File: src/pbcaf_pkg.sv
// pbcaf_pkg: constants, modes and the state record of the port b/c
// alternate-function override block.
// assumes: one 50 MHz system clock, synchronous active-low reset.
package pbcaf_pkg;

    // =========================================================
    // pin counts and indices (pb0..pb3 then pc0..pc4)
    localparam int PBCAF_PB_PINS = 4;
    localparam int PBCAF_PC_PINS = 5;
    localparam int PBCAF_ALL_PINS = 9;
    localparam int PBCAF_PC_IN_PINS = 6;
    localparam int PBCAF_PB0 = 0;
    localparam int PBCAF_PB1 = 1;
    localparam int PBCAF_PB2 = 2;
    localparam int PBCAF_PB3 = 3;
    localparam int PBCAF_PC0 = 4;
    localparam int PBCAF_PC1 = 5;
    localparam int PBCAF_PC2 = 6;
    localparam int PBCAF_PC3 = 7;
    localparam int PBCAF_PC4 = 8;

    // =========================================================
    // pin change sources 8..17, converter channels 5..11
    localparam int PBCAF_PCINT_LSB = 8;
    localparam int PBCAF_PCINT_W = 10;
    localparam int PBCAF_PB_PCINT_BASE = 8;
    localparam int PBCAF_PC_PCINT_BASE = 12;
    localparam int PBCAF_PC5_PCINT = 17;
    localparam int PBCAF_ADC_LSB = 5;
    localparam int PBCAF_ADC_W = 7;
    localparam int PBCAF_PB0_ADC = 5;
    localparam int PBCAF_PC0_ADC = 9;

    // =========================================================
    // fuse levels: programmed reads as zero
    localparam logic PBCAF_FUSE_PROGRAMMED = 1'h0;

    // =========================================================
    // values after reset
    localparam logic [8:0] PBCAF_RST_PINS = 9'h000;
    localparam logic [9:0] PBCAF_RST_PCINT = 10'h000;
    localparam logic PBCAF_RST_LOW = 1'h0;
    localparam logic PBCAF_RST_HIGH = 1'h1;

    typedef enum logic [1:0] {
        PBCAF_CLK_INT_CAL = 2'h0,
        PBCAF_CLK_EXT_CLOCK = 2'h1,
        PBCAF_CLK_CRYSTAL = 2'h2,
        PBCAF_CLK_LF_CRYSTAL = 2'h3
    } pbcaf_clk_src_t;

    typedef struct packed {
        logic [8:0] pull_up;
        logic [8:0] drive_en;
        logic [8:0] out_value;
        logic [8:0] input_en;
        logic [9:0] pin_change_src;
        logic clk_image;
        logic ext_reset_n;
        logic debug_in;
        logic serial1_rx;
        logic serial0_rx_unused;
        logic iface_data_in;
        logic iface_clock_in;
        logic capture_in;
        logic irq_zero_in;
        logic serial0_clk_in;
        logic serial1_clk_in;
    } pbcaf_state_t;

endpackage

File: src/pbcaf_pin_cell.sv
// pbcaf_pin_cell: override multiplexer for one port pin.
// assumes: purely combinational, the caller registers the results.
`timescale 1ns/10ps
`default_nettype none
module pbcaf_pin_cell (
    input wire logic i_latch,
    input wire logic i_dir,
    input wire logic i_pin,
    input wire logic i_pull_ovr_en,
    input wire logic i_pull_ovr_val,
    input wire logic i_dir_ovr_en,
    input wire logic i_dir_ovr_val,
    input wire logic i_port_value_override_enable,
    input wire logic i_value_ovr_val,
    input wire logic i_input_enable_override_enable,
    input wire logic i_input_ovr_val,
    output logic o_pull_up,
    output logic o_drive_en,
    output logic o_out_value,
    output logic o_input_en,
    output logic o_data_in
);
    // =========================================================
    // select override or ordinary port value
    always_comb begin
        o_pull_up = i_pull_ovr_en ? i_pull_ovr_val : (i_latch & ~i_dir);
        o_drive_en = i_dir_ovr_en ? i_dir_ovr_val : i_dir;
        o_out_value = i_port_value_override_enable ? i_value_ovr_val : i_latch;
        o_input_en = i_input_enable_override_enable ? i_input_ovr_val : 1'h1;
        o_data_in = i_pin & o_input_en;
    end
endmodule
`default_nettype wire

File: src/pbcaf_override.sv
// pbcaf_override: alternate-function override for pins pb0..pb3 and pc0..pc4.
// assumes: pins, peripherals and fuses are synchronous to i_clk; pad logic
// resolves drive enable, output value and pull-up into the wire level.
`timescale 1ns/10ps
`default_nettype none
module pbcaf_override (
    input wire logic i_clk,
    input wire logic i_reset_n,
    input wire logic [pbcaf_pkg::PBCAF_PB_PINS-1:0] i_pb_latch,
    input wire logic [pbcaf_pkg::PBCAF_PB_PINS-1:0] i_pb_dir,
    input wire logic [pbcaf_pkg::PBCAF_PB_PINS-1:0] i_pin_pb,
    input wire logic [pbcaf_pkg::PBCAF_PC_PINS-1:0] i_pc_latch,
    input wire logic [pbcaf_pkg::PBCAF_PC_PINS-1:0] i_pc_dir,
    input wire logic [pbcaf_pkg::PBCAF_PC_IN_PINS-1:0] i_pin_pc,
    input wire logic [pbcaf_pkg::PBCAF_PCINT_W-1:0] i_pin_change_mask,
    input wire logic i_pin_change_group1_enable,
    input wire logic i_pin_change_group2_enable,
    input wire logic [pbcaf_pkg::PBCAF_ADC_W-1:0] i_conv_dig_input_disable,
    input wire logic i_serial0_tx_enable,
    input wire logic i_serial0_transmit,
    input wire logic i_serial1_tx_enable,
    input wire logic i_serial1_transmit,
    input wire logic i_serial1_rx_enable,
    input wire logic i_serial_iface_three_wire_mode,
    input wire logic i_serial_iface_two_wire_mode,
    input wire logic i_serial_iface_data_out,
    input wire logic i_serial_iface_sda_hold,
    input wire logic i_serial_iface_scl_hold,
    input wire logic i_serial_start_detect_enable,
    input wire logic i_timer1_match_a_enable,
    input wire logic i_timer1_match_a_wave,
    input wire logic i_timer0_match_a_enable,
    input wire logic i_timer0_match_a_wave,
    input wire logic i_serial0_sync_mode,
    input wire logic i_serial0_clock_out_enable,
    input wire logic i_serial0_sync_clock,
    input wire logic i_serial1_sync_mode,
    input wire logic i_serial1_clock_out_enable,
    input wire logic i_serial1_sync_clock,
    input wire logic i_external_irq_zero_enable,
    input wire logic i_clock_output_fuse,
    input wire logic i_reset_pin_disable_fuse,
    input wire logic i_debug_link_enable_fuse,
    input wire logic i_lock_bits_unprogrammed,
    input wire logic i_debug_pull_low,
    input wire pbcaf_pkg::pbcaf_clk_src_t i_clock_source,
    output logic [pbcaf_pkg::PBCAF_ALL_PINS-1:0] o_pull_up,
    output logic [pbcaf_pkg::PBCAF_ALL_PINS-1:0] o_drive_en,
    output logic [pbcaf_pkg::PBCAF_ALL_PINS-1:0] o_out_value,
    output logic [pbcaf_pkg::PBCAF_ALL_PINS-1:0] o_input_en,
    output logic [pbcaf_pkg::PBCAF_PCINT_W-1:0] o_pin_change_src,
    output logic o_external_reset_n,
    output logic o_debug_link_in,
    output logic o_serial1_receive,
    output logic o_serial_iface_data_in,
    output logic o_serial_iface_clock_in,
    output logic o_timer1_capture_input,
    output logic o_external_irq_zero,
    output logic o_serial0_sync_clock_in,
    output logic o_serial1_sync_clock_in
);
    import pbcaf_pkg::*;

    // =========================================================
    // override terms, one bit per pin
    logic [PBCAF_ALL_PINS-1:0] pin_latch;
    logic [PBCAF_ALL_PINS-1:0] pin_dir;
    logic [PBCAF_ALL_PINS-1:0] pin_level;
    logic [PBCAF_ALL_PINS-1:0] pull_ovr_en;
    logic [PBCAF_ALL_PINS-1:0] pull_ovr_val;
    logic [PBCAF_ALL_PINS-1:0] dir_ovr_en;
    logic [PBCAF_ALL_PINS-1:0] dir_ovr_val;
    logic [PBCAF_ALL_PINS-1:0] port_value_override_enable;
    logic [PBCAF_ALL_PINS-1:0] value_ovr_val;
    logic [PBCAF_ALL_PINS-1:0] input_enable_override_enable;
    logic [PBCAF_ALL_PINS-1:0] input_ovr_val;
    logic [PBCAF_ALL_PINS-1:0] cell_pull;
    logic [PBCAF_ALL_PINS-1:0] cell_drive;
    logic [PBCAF_ALL_PINS-1:0] cell_out;
    logic [PBCAF_ALL_PINS-1:0] cell_in_en;
    logic [PBCAF_ALL_PINS-1:0] cell_di;
    logic [PBCAF_ALL_PINS-1:0] pc_term;
    logic [PBCAF_ADC_W-1:0] adc_off;
    logic reset_role;
    logic debug_role;
    logic clock_out_on;
    logic xtal_role;
    pbcaf_state_t state;
    pbcaf_state_t next_state;

    assign pin_latch = {i_pc_latch, i_pb_latch};
    assign pin_dir = {i_pc_dir, i_pb_dir};
    assign pin_level = {i_pin_pc[PBCAF_PC_PINS-1:0], i_pin_pb};
    assign adc_off = i_conv_dig_input_disable;

    // =========================================================
    // pin change qualifiers
    always_comb begin
        for (int k = 0; k < PBCAF_PB_PINS; k++) begin
            pc_term[k] = i_pin_change_mask[PBCAF_PB_PCINT_BASE - PBCAF_PCINT_LSB + k]
                & i_pin_change_group1_enable;
        end
        for (int k = 0; k < PBCAF_PC_PINS; k++) begin
            pc_term[PBCAF_PC0 + k] = i_pin_change_mask[PBCAF_PC_PCINT_BASE - PBCAF_PCINT_LSB + k]
                & i_pin_change_group2_enable;
        end
    end

    // =========================================================
    // fuse and clock-source roles
    // clock fuse decode
    assign clock_out_on = (i_clock_output_fuse == PBCAF_FUSE_PROGRAMMED);
    assign reset_role = (i_reset_pin_disable_fuse != PBCAF_FUSE_PROGRAMMED) & ~debug_role;
    assign debug_role = (i_debug_link_enable_fuse == PBCAF_FUSE_PROGRAMMED) & i_lock_bits_unprogrammed;
    assign xtal_role = (i_clock_source != PBCAF_CLK_INT_CAL) & (i_clock_source != PBCAF_CLK_EXT_CLOCK);

    // =========================================================
    // per-pin override terms
    always_comb begin
        pull_ovr_en = PBCAF_RST_PINS;
        pull_ovr_val = PBCAF_RST_PINS;
        dir_ovr_en = PBCAF_RST_PINS;
        dir_ovr_val = PBCAF_RST_PINS;
        port_value_override_enable = PBCAF_RST_PINS;
        value_ovr_val = PBCAF_RST_PINS;
        input_enable_override_enable = PBCAF_RST_PINS;
        input_ovr_val = PBCAF_RST_PINS;

        // pb0: transmitter 0 owns the pin while enabled
        pull_ovr_en[PBCAF_PB0] = i_serial0_tx_enable;
        dir_ovr_en[PBCAF_PB0] = i_serial0_tx_enable;
        dir_ovr_val[PBCAF_PB0] = 1'h1;
        port_value_override_enable[PBCAF_PB0] = i_serial0_tx_enable;
        value_ovr_val[PBCAF_PB0] = i_serial0_transmit;
        input_enable_override_enable[PBCAF_PB0] = pc_term[PBCAF_PB0] | adc_off[PBCAF_PB0_ADC - PBCAF_ADC_LSB];
        input_ovr_val[PBCAF_PB0] = pc_term[PBCAF_PB0];

        dir_ovr_en[PBCAF_PB1] = i_serial1_rx_enable | i_serial_iface_two_wire_mode;
        dir_ovr_val[PBCAF_PB1] = ~i_serial1_rx_enable & i_serial_iface_two_wire_mode
            & (i_serial_iface_sda_hold | pin_latch[PBCAF_PB1]) & pin_dir[PBCAF_PB1];
        // open-drain: value forced low, only the direction moves
        port_value_override_enable[PBCAF_PB1] = ~i_serial1_rx_enable & i_serial_iface_two_wire_mode
            & pin_dir[PBCAF_PB1];
        value_ovr_val[PBCAF_PB1] = 1'h0;
        input_enable_override_enable[PBCAF_PB1] = i_serial_start_detect_enable | pc_term[PBCAF_PB1]
            | adc_off[PBCAF_PB0_ADC - PBCAF_ADC_LSB + 1];
        input_ovr_val[PBCAF_PB1] = i_serial_start_detect_enable | pc_term[PBCAF_PB1];

        // pull-up only taken by transmitter 1
        pull_ovr_en[PBCAF_PB2] = i_serial1_tx_enable;
        dir_ovr_en[PBCAF_PB2] = i_serial1_tx_enable;
        dir_ovr_val[PBCAF_PB2] = 1'h1;
        port_value_override_enable[PBCAF_PB2] = i_serial1_tx_enable | i_serial_iface_three_wire_mode;
        value_ovr_val[PBCAF_PB2] = i_serial1_tx_enable ? i_serial1_transmit : i_serial_iface_data_out;
        input_enable_override_enable[PBCAF_PB2] = pc_term[PBCAF_PB2] | adc_off[PBCAF_PB0_ADC - PBCAF_ADC_LSB + 2];
        input_ovr_val[PBCAF_PB2] = pc_term[PBCAF_PB2] | i_external_irq_zero_enable;

        port_value_override_enable[PBCAF_PB3] = i_timer1_match_a_enable & pin_dir[PBCAF_PB3];
        value_ovr_val[PBCAF_PB3] = i_timer1_match_a_wave;
        input_enable_override_enable[PBCAF_PB3] = pc_term[PBCAF_PB3] | adc_off[PBCAF_PB0_ADC - PBCAF_ADC_LSB + 3];
        input_ovr_val[PBCAF_PB3] = pc_term[PBCAF_PB3];

        port_value_override_enable[PBCAF_PC0] = (i_serial0_sync_mode & i_serial0_clock_out_enable)
            | (i_timer0_match_a_enable & pin_dir[PBCAF_PC0]);
        value_ovr_val[PBCAF_PC0] = (i_serial0_sync_mode & i_serial0_clock_out_enable)
            ? i_serial0_sync_clock : i_timer0_match_a_wave;
        input_enable_override_enable[PBCAF_PC0] = (i_serial0_sync_mode & ~i_serial0_clock_out_enable)
            | pc_term[PBCAF_PC0] | adc_off[PBCAF_PC0_ADC - PBCAF_ADC_LSB];
        input_ovr_val[PBCAF_PC0] = (i_serial0_sync_mode & ~i_serial0_clock_out_enable) | pc_term[PBCAF_PC0];

        // pc1: two-wire clock is open-drain like pb1
        pull_ovr_en[PBCAF_PC1] = i_serial_iface_two_wire_mode;
        dir_ovr_en[PBCAF_PC1] = i_serial_iface_two_wire_mode;
        dir_ovr_val[PBCAF_PC1] = (i_serial_iface_scl_hold | pin_latch[PBCAF_PC1]) & pin_dir[PBCAF_PC1];
        port_value_override_enable[PBCAF_PC1] = (i_serial1_sync_mode & i_serial1_clock_out_enable)
            | (i_serial_iface_two_wire_mode & pin_dir[PBCAF_PC1]);
        value_ovr_val[PBCAF_PC1] = ~i_serial_iface_two_wire_mode & i_serial1_sync_clock;
        // pc1 input kept on for its users
        input_enable_override_enable[PBCAF_PC1] = (i_serial1_sync_mode & ~i_serial1_clock_out_enable)
            | i_serial_start_detect_enable | pc_term[PBCAF_PC1] | adc_off[PBCAF_PC0_ADC - PBCAF_ADC_LSB + 1];
        input_ovr_val[PBCAF_PC1] = (i_serial1_sync_mode & ~i_serial1_clock_out_enable)
            | i_serial_start_detect_enable | pc_term[PBCAF_PC1];

        pull_ovr_en[PBCAF_PC2] = clock_out_on;
        dir_ovr_en[PBCAF_PC2] = clock_out_on;
        dir_ovr_val[PBCAF_PC2] = 1'h1;
        port_value_override_enable[PBCAF_PC2] = clock_out_on;
        value_ovr_val[PBCAF_PC2] = state.clk_image;
        input_enable_override_enable[PBCAF_PC2] = i_external_irq_zero_enable | pc_term[PBCAF_PC2]
            | adc_off[PBCAF_PC0_ADC - PBCAF_ADC_LSB + 2];
        input_ovr_val[PBCAF_PC2] = i_external_irq_zero_enable | pc_term[PBCAF_PC2];

        if (debug_role) begin
            pull_ovr_en[PBCAF_PC3] = 1'h1;
            pull_ovr_val[PBCAF_PC3] = 1'h1;
            dir_ovr_en[PBCAF_PC3] = 1'h1;
            dir_ovr_val[PBCAF_PC3] = i_debug_pull_low;
            port_value_override_enable[PBCAF_PC3] = 1'h1;
            input_enable_override_enable[PBCAF_PC3] = 1'h1;
            input_ovr_val[PBCAF_PC3] = 1'h1;
        end else if (reset_role) begin
            pull_ovr_en[PBCAF_PC3] = 1'h1;
            pull_ovr_val[PBCAF_PC3] = 1'h1;
            dir_ovr_en[PBCAF_PC3] = 1'h1;
            port_value_override_enable[PBCAF_PC3] = 1'h1;
            input_enable_override_enable[PBCAF_PC3] = 1'h1;
        end else begin
            input_enable_override_enable[PBCAF_PC3] = pc_term[PBCAF_PC3];
            input_ovr_val[PBCAF_PC3] = 1'h1;
        end

        pull_ovr_en[PBCAF_PC4] = xtal_role;
        dir_ovr_en[PBCAF_PC4] = xtal_role;
        port_value_override_enable[PBCAF_PC4] = xtal_role;
        input_enable_override_enable[PBCAF_PC4] = xtal_role | pc_term[PBCAF_PC4];
        input_ovr_val[PBCAF_PC4] = ~xtal_role & pc_term[PBCAF_PC4];
    end

    // =========================================================
    // pin cells
    genvar g;
    generate
        for (g = 0; g < PBCAF_ALL_PINS; g++) begin : gen_cell
            pbcaf_pin_cell u_cell (
                .i_latch(pin_latch[g]),
                .i_dir(pin_dir[g]),
                .i_pin(pin_level[g]),
                .i_pull_ovr_en(pull_ovr_en[g]),
                .i_pull_ovr_val(pull_ovr_val[g]),
                .i_dir_ovr_en(dir_ovr_en[g]),
                .i_dir_ovr_val(dir_ovr_val[g]),
                .i_port_value_override_enable(port_value_override_enable[g]),
                .i_value_ovr_val(value_ovr_val[g]),
                .i_input_enable_override_enable(input_enable_override_enable[g]),
                .i_input_ovr_val(input_ovr_val[g]),
                .o_pull_up(cell_pull[g]),
                .o_drive_en(cell_drive[g]),
                .o_out_value(cell_out[g]),
                .o_input_en(cell_in_en[g]),
                .o_data_in(cell_di[g])
            );
        end
    endgenerate

    // =========================================================
    // next state
    always_comb begin
        next_state = state;
        next_state.pull_up = cell_pull;
        next_state.drive_en = cell_drive;
        next_state.out_value = cell_out;
        next_state.input_en = cell_in_en;
        // pc sources 12..17; pc5 passes raw
        next_state.pin_change_src = {i_pin_pc[PBCAF_PC5_PCINT - PBCAF_PC_PCINT_BASE], cell_di};
        // a flop image of the clock runs at half rate; a real pad
        // would take the clock net itself, not a register
        if (state.clk_image) begin
            next_state.clk_image = 1'h0;
        end else begin
            next_state.clk_image = 1'h1;
        end
        next_state.ext_reset_n = reset_role ? pin_level[PBCAF_PC3] : 1'h1;
        next_state.debug_in = debug_role & cell_di[PBCAF_PC3];
        next_state.serial1_rx = cell_di[PBCAF_PB1];
        next_state.serial0_rx_unused = 1'h0;
        next_state.iface_data_in = cell_di[PBCAF_PB1];
        next_state.iface_clock_in = cell_di[PBCAF_PC1];
        next_state.capture_in = cell_di[PBCAF_PC1];
        next_state.irq_zero_in = cell_di[PBCAF_PC2];
        next_state.serial0_clk_in = i_serial0_sync_mode & cell_di[PBCAF_PC0];
        next_state.serial1_clk_in = i_serial1_sync_mode & cell_di[PBCAF_PC1];
        if (!i_reset_n) begin
            // pads float during reset, except pc2, driven with the clock image when clock_out_on
            next_state.pull_up = PBCAF_RST_PINS;
            next_state.drive_en = PBCAF_RST_PINS;
            next_state.out_value = PBCAF_RST_PINS;
            next_state.input_en = PBCAF_RST_PINS;
            next_state.pin_change_src = PBCAF_RST_PCINT;
            next_state.ext_reset_n = PBCAF_RST_HIGH;
            next_state.debug_in = PBCAF_RST_LOW;
            next_state.serial1_rx = PBCAF_RST_LOW;
            next_state.iface_data_in = PBCAF_RST_LOW;
            next_state.iface_clock_in = PBCAF_RST_LOW;
            next_state.capture_in = PBCAF_RST_LOW;
            next_state.irq_zero_in = PBCAF_RST_LOW;
            next_state.serial0_clk_in = PBCAF_RST_LOW;
            next_state.serial1_clk_in = PBCAF_RST_LOW;
            if (clock_out_on) begin
                next_state.drive_en[PBCAF_PC2] = 1'h1;
                next_state.out_value[PBCAF_PC2] = ~next_state.clk_image;
            end else begin
                next_state.clk_image = PBCAF_RST_LOW;
            end
        end
    end

    always_ff @(posedge i_clk) begin
        state <= next_state;
    end

    // =========================================================
    // outputs straight from the state register
    assign o_pull_up = state.pull_up;
    assign o_drive_en = state.drive_en;
    assign o_out_value = state.out_value;
    assign o_input_en = state.input_en;
    assign o_pin_change_src = state.pin_change_src;
    assign o_external_reset_n = state.ext_reset_n;
    assign o_debug_link_in = state.debug_in;
    assign o_serial1_receive = state.serial1_rx;
    assign o_serial_iface_data_in = state.iface_data_in;
    assign o_serial_iface_clock_in = state.iface_clock_in;
    assign o_timer1_capture_input = state.capture_in;
    assign o_external_irq_zero = state.irq_zero_in;
    assign o_serial0_sync_clock_in = state.serial0_clk_in;
    assign o_serial1_sync_clock_in = state.serial1_clk_in;
endmodule
`default_nettype wire

File: config.mk
export PLATFORM = sky130hd
export DESIGN_NAME = pbcaf_override
export DESIGN_NICKNAME = d
export VERILOG_FILES = /design/src/pbcaf_pkg.sv /design/src/pbcaf_pin_cell.sv /design/src/pbcaf_override.sv
export SDC_FILE = /design/constraint.sdc
export NUM_CORES = 1
export LEC_CHECK = 0
export ABC_AREA = 1
export BUFFER_PORTS_ARGS = -buffer_cell sky130_fd_sc_hd__buf_2
export CORE_MARGIN = 4
export CORE_UTILIZATION = 46
export DETAILED_ROUTE_END_ITERATION = 7
export PLACE_DENSITY = 0.8
export SYNTH_ARGS = -nofsm -noshare
export SYNTH_HDL_FRONTEND = slang
export SYNTH_HIERARCHICAL = 1
export SYNTH_SLANG_ARGS = --single-unit
File: constraint.sdc
create_clock -name i_clk -period 0.88 [get_ports i_clk]
set_input_delay 0.176 -clock i_clk [delete_from_list [all_inputs] [get_ports i_clk]]
set_output_delay 0.176 -clock i_clk [all_outputs]
set_load 0.03 [all_outputs]
### Word-level counts from Yosys, hierarchy flattened

Index checks and enable logic that the tools add are counted.

| word-level totals | value |
|---|---|
| register bits after elaboration | 54 |
| output and inout bits | 55 |
| logic and storage cells | 158 |

| cells by class | value |
|---|---|
| eq/ne operators | 1 |
| muxes and demuxes | 40 |
| bitwise operators | 84 |
| reductions and logical operators | 9 |

Operators with widths:

| operator | count |
|---|---|
| $and A1 B1 Y1 | 47 |
| $mux W1 | 39 |
| $mux W39 | 1 |
| $or A1 B1 Y1 | 20 |
| $not A1 Y1 | 17 |
| $reduce_or A2 Y1 | 6 |
| $reduce_and A2 Y1 | 2 |
| $ne A2 B1 Y1 const B | 1 |
| $reduce_bool A2 Y1 | 1 |

### Depth between registers and ports, before layout

| logic depth | value |
|---|---|
| depth in word-level cells | 10 |
| depth in mapped cells | 8 |
| gate-level depth less buffers | 8 |

### Hierarchy

The synthesis kept the hierarchy.

Modules (own cells, without submodules):

| module | times used | cells each | area each (sq um) | sequential area each (sq um) |
|---|---|---|---|---|
| pbcaf_override | 1 | 275 | 2148.3 | 1021.0 |
| pbcaf_pin_cell | 9 | 13 | 56.3 | 0.0 |

### Worst setup path before layout

OpenSTA, ideal clock, no wires.

| timing path | value |
|---|---|
| kind | register -> output |
| from | register state (netlist bit o_pin_change_src[1]) |
| to | output port o_pin_change_src[1] (netlist name) |
| data arrival time | 719 ps |
| data required time | 704 ps |
| setup slack | -15 ps |
| cell stages (with the launch flop) | 2 |
| path buffers | 1 |
| cell sequence | dfxtp_1 -> buf_4 |

RTL lines:

| what | line | text |
|---|---|---|
| start, declared | pbcaf_override.sv:88 | `pbcaf_state_t state;` |
| start signal, assigned | pbcaf_override.sv:298 | `state <= next_state;` |
| end, declared | pbcaf_override.sv:51 | `output logic [pbcaf_pkg::PBCAF_PCINT_W-1:0] o_pin_change_src,` |

No word-level cell between the ends.

### Final worst setup path

| timing path | value |
|---|---|
| from | register state (netlist bit o_pin_change_src[1]) |
| to | output port o_pin_change_src[1] (netlist name) |

No word-level cell between the ends.

==> impl_results.md <==
* Final WL at 5.722 mm
* Combinational share of power at 0.234
* Dpl ws at -0.1465 ns
* Leading area contributor after synthesis: dfxtp_1
* FMAX at 1.017 GHz
* DR WL/cell at 9.832 µm
* Worst path max stage delay at 0.38 ns
* Iteration-0 DRC Markers at 45
* Buf+Inv Stages, Crit Path at 1
* M1 GR Usage at 0.1644
* Vias at 2382
* Layout area overhead at 39.35%
* HP Class: input pin to flop
* Die Wd at 83.97 µm
* Failing checks: negative setup slack
* Yosys top cell area share at 0.3845
* Startpoint types: flop
* Ports at 133
* CTS buffer count at 5
* Core Util, Final at 0.6678
* H-tree depth at 2
* Count of unique library cells instantiated by Yosys at 22
* Most area-consuming cells after synthesis: dfxtp_1 38%, nand2_1 15%, buf_4 14%
* Longest Clk Path Bufs at 2
* Setup CP Type: flop to output port
* Clock-pin slew of the registers on the worst-case setup and hold paths at 0.09 ns
* Int Pwr at 0.004216 W
* Starting Density at 0.4792
* Core ar. at 5540 µm²
* Dpl hpwl at 4.319 mm
* Count leader, synth: nand2_1
* # DRC at 0
* Setup Skew at 0.0003891 ns
* Seq/Total Area, Yosys at 0.3845
* EDFF count, synth at 0
* ANT nets after route at 0
* Post-Syn Area per Cell at 6.773 µm²
* Reg2reg end: o_out_value[6]
* Pin count of the biggest net entering global routing at 34
* First-pass DRT Iterations at 4
* CP endpoint kind: output port
* Clock root buffer master: clkbuf_8
* Crit path max fanout at 3
* GP Congestion at 0.7495
* Worst Path Required at 0.70 ns
* Crit share post-route at 1.118
* Port Buf Inserts at 130
* Lkg Pwr at 2.312 nW
* Cells along the critical path: buf_6
* Commonest cells post-synth: 104 x nand2_1, 91 x inv_1, 51 x dfxtp_1
* Worst R2R Setup Slack at 0.23 ns
* # Post-CTS Setup Buffers at 0
* Die area at 7051 µm²
* Post-route minimum period at 0.9838 ns
* Worst path depth at 1
* Switching Fraction at 0.2689
* Die height at 83.97 µm
* Final Hold Viols at 0
* Synth Warn # at 6
* Grt ovf at 0
* Vias per cell at 4.093
* N_diodes at 0
* M2 GR Usage at 0.3008
* All-layer global routing usage at 0.1640
* # hold bufs at CTS at 0
* CTS tree: done
* Critical Path AT at 0.81 ns
* Nets at 587
* #FFs+latches synth at 51
* # Max-Cap Violations at 0
* Reg2Reg Launch Point: state[10]
* RSZ-0062 raised after global routing: yes
* Worst path slowest cell: dfxtp_4
* First-pass GRT wire length at 9.473 mm
* Post-route setup slack at -0.1038 ns
* Pwr dens at 1559 nW/µm²
* Setup crit start: o_pin_change_src[1]
* Net switching power figure at 0.001551 W
* Clk Latency, worst-skew pair at 0.30 ns
* Vias in the first global route at 2260
* Peak VDD IR at 0.6704 mV
* Clock power share at 0.323
* R2R cell count at 4
* Share of cells above drive strength 1 at 0.4333
* Antenna violations before repair at 0
* Cell Rows at 27
* Setup-failing EPs final at 55
* GR peak layer: met2
* Status: complete, but fails checks
* Sequential Power Share at 0.443
* Synth Instances at 392
* Met3 usage at 0.06614
* Max-slew violations at 0
* Critical Path End: o_pin_change_src[1]
* Async S/R FF share, synth at 0
* Post-Syn Area at 2655 µm²
* Cell family with most CP delay: flip-flops
* Clk sinks at 51
* Main synth FF type: dfxtp_1
[cell type report]
type / count / area (µm²)
inverter: 102 / 382.9
sequential: 51 / 1089
fill: 455 / 1841
timing repair buffer: 139 / 1075
tap: 72 / 90.09
clock buffer: 6 / 72.57
multi-input combinational: 210 / 930.9
clock inverter: 2 / 60.06
[per-stage QoR]
step | instances | hold WS (ns) | instance area (µm²) | power, W | setup TNS (ns)
global placement | 574 | 0.3692 | 3158 | 0.003684 | -0.5137
detailed placement | 574 | 0.3737 | 3158 | 0.003712 | -0.8390
floorplan | 417 | 0.2606 | 2751 | 0.003481 | 0
global route | 582 | 0.05660 | 3700 | 0.006073 | -4.873
finish | 582 | 0.07251 | 3700 | 0.005767 | -2.855
CTS | 582 | 0.06381 | 3672 | 0.005800 | -3.497
[how the worst min path moves through the flow]
stage,start,endpoint,slack [ns],cells after the start
2_1_floorplan,i_reset_pin_disable_fuse,o_external_reset_n,0.26,1
3_3_place_gp,i_pin_pc[5],o_pin_change_src[9],0.37,3
3_5_place_dp,i_pin_pc[5],o_pin_change_src[9],0.37,3
4_1_cts,i_pin_pc[5],o_pin_change_src[9],0.06,3
5_1_grt,i_pin_pc[3],o_external_reset_n,0.06,3
6_report,i_pin_pc[5],o_pin_change_src[9],0.07,3
[state kept, by name (all words and copies together) (netlist names)]
name                     cells
o_debug_link_in              1
o_drive_en                   9
o_external_reset_n           1
o_input_en                   9
o_out_value                  9
o_pin_change_src            10
o_pull_up                    9
o_serial0_sync_clock_in      1
o_serial1_sync_clock_in      1
state                        1
[worst register-to-register path: cells and delay by family (launching register included)]
kind / cells / cell delay [ns]
DFF: 1 / 0.36
and+or+nand+nor: 3 / 0.17
AOI/OAI and AO/OA: 1 / 0.07
[per-layer routing]
metal,wire length (µm),up-vias
met4,154,0
li1,-,1285
met3,580,16
met1,2137,981
met2,2850,100
met5,0,-
[layout by cell type (no fill, tap or decap)]
cell type	count
bufinv_16	2
or2_2	4
nand2_2	10
nor2_1	12
clkbuf_8	5
o21ai_1	18
nand4_1	1
dfxtp_4	2
buf_4	8
a21boi_1	9
nor3_1	1
o21ai_0	3
conb_1	27
nand3b_1	4
o21a_1	1
buf_12	1
inv_1	91
o21bai_1	2
inv_2	11
dfxtp_1	1
clkbuf_1	1
nand3_1	14
buf_2	75
dfxtp_2	48
nand2_1	104
buf_6	55
[kinds of logic after synthesis]
logic type / after synthesis / synth area share
and+or+nand+nor: 150 / 0.2389
DFF: 51 / 0.3845
other: 2 / 0.002829
buffers and inverters: 156 / 0.3002
AOI/OAI and AO/OA: 33 / 0.07351
[power groups by stage]
stage	clock network, W	registers [W]	logic, W
floorplan	0	0.00257	0.000912
global placement	0	0.00254	0.00114
detailed placement	0	0.00254	0.00117
CTS	0.00191	0.00255	0.00134
global route	0.00202	0.00257	0.00149
finish	0.00186	0.00255	0.00135
[what timing repair did]
item                       4_1_cts  5_1_grt
setup endpoints to repair       55       55
gates resized for setup        152        8
gates cloned                     0        0
No activity file was read; power rests on OpenSTA's default activity.
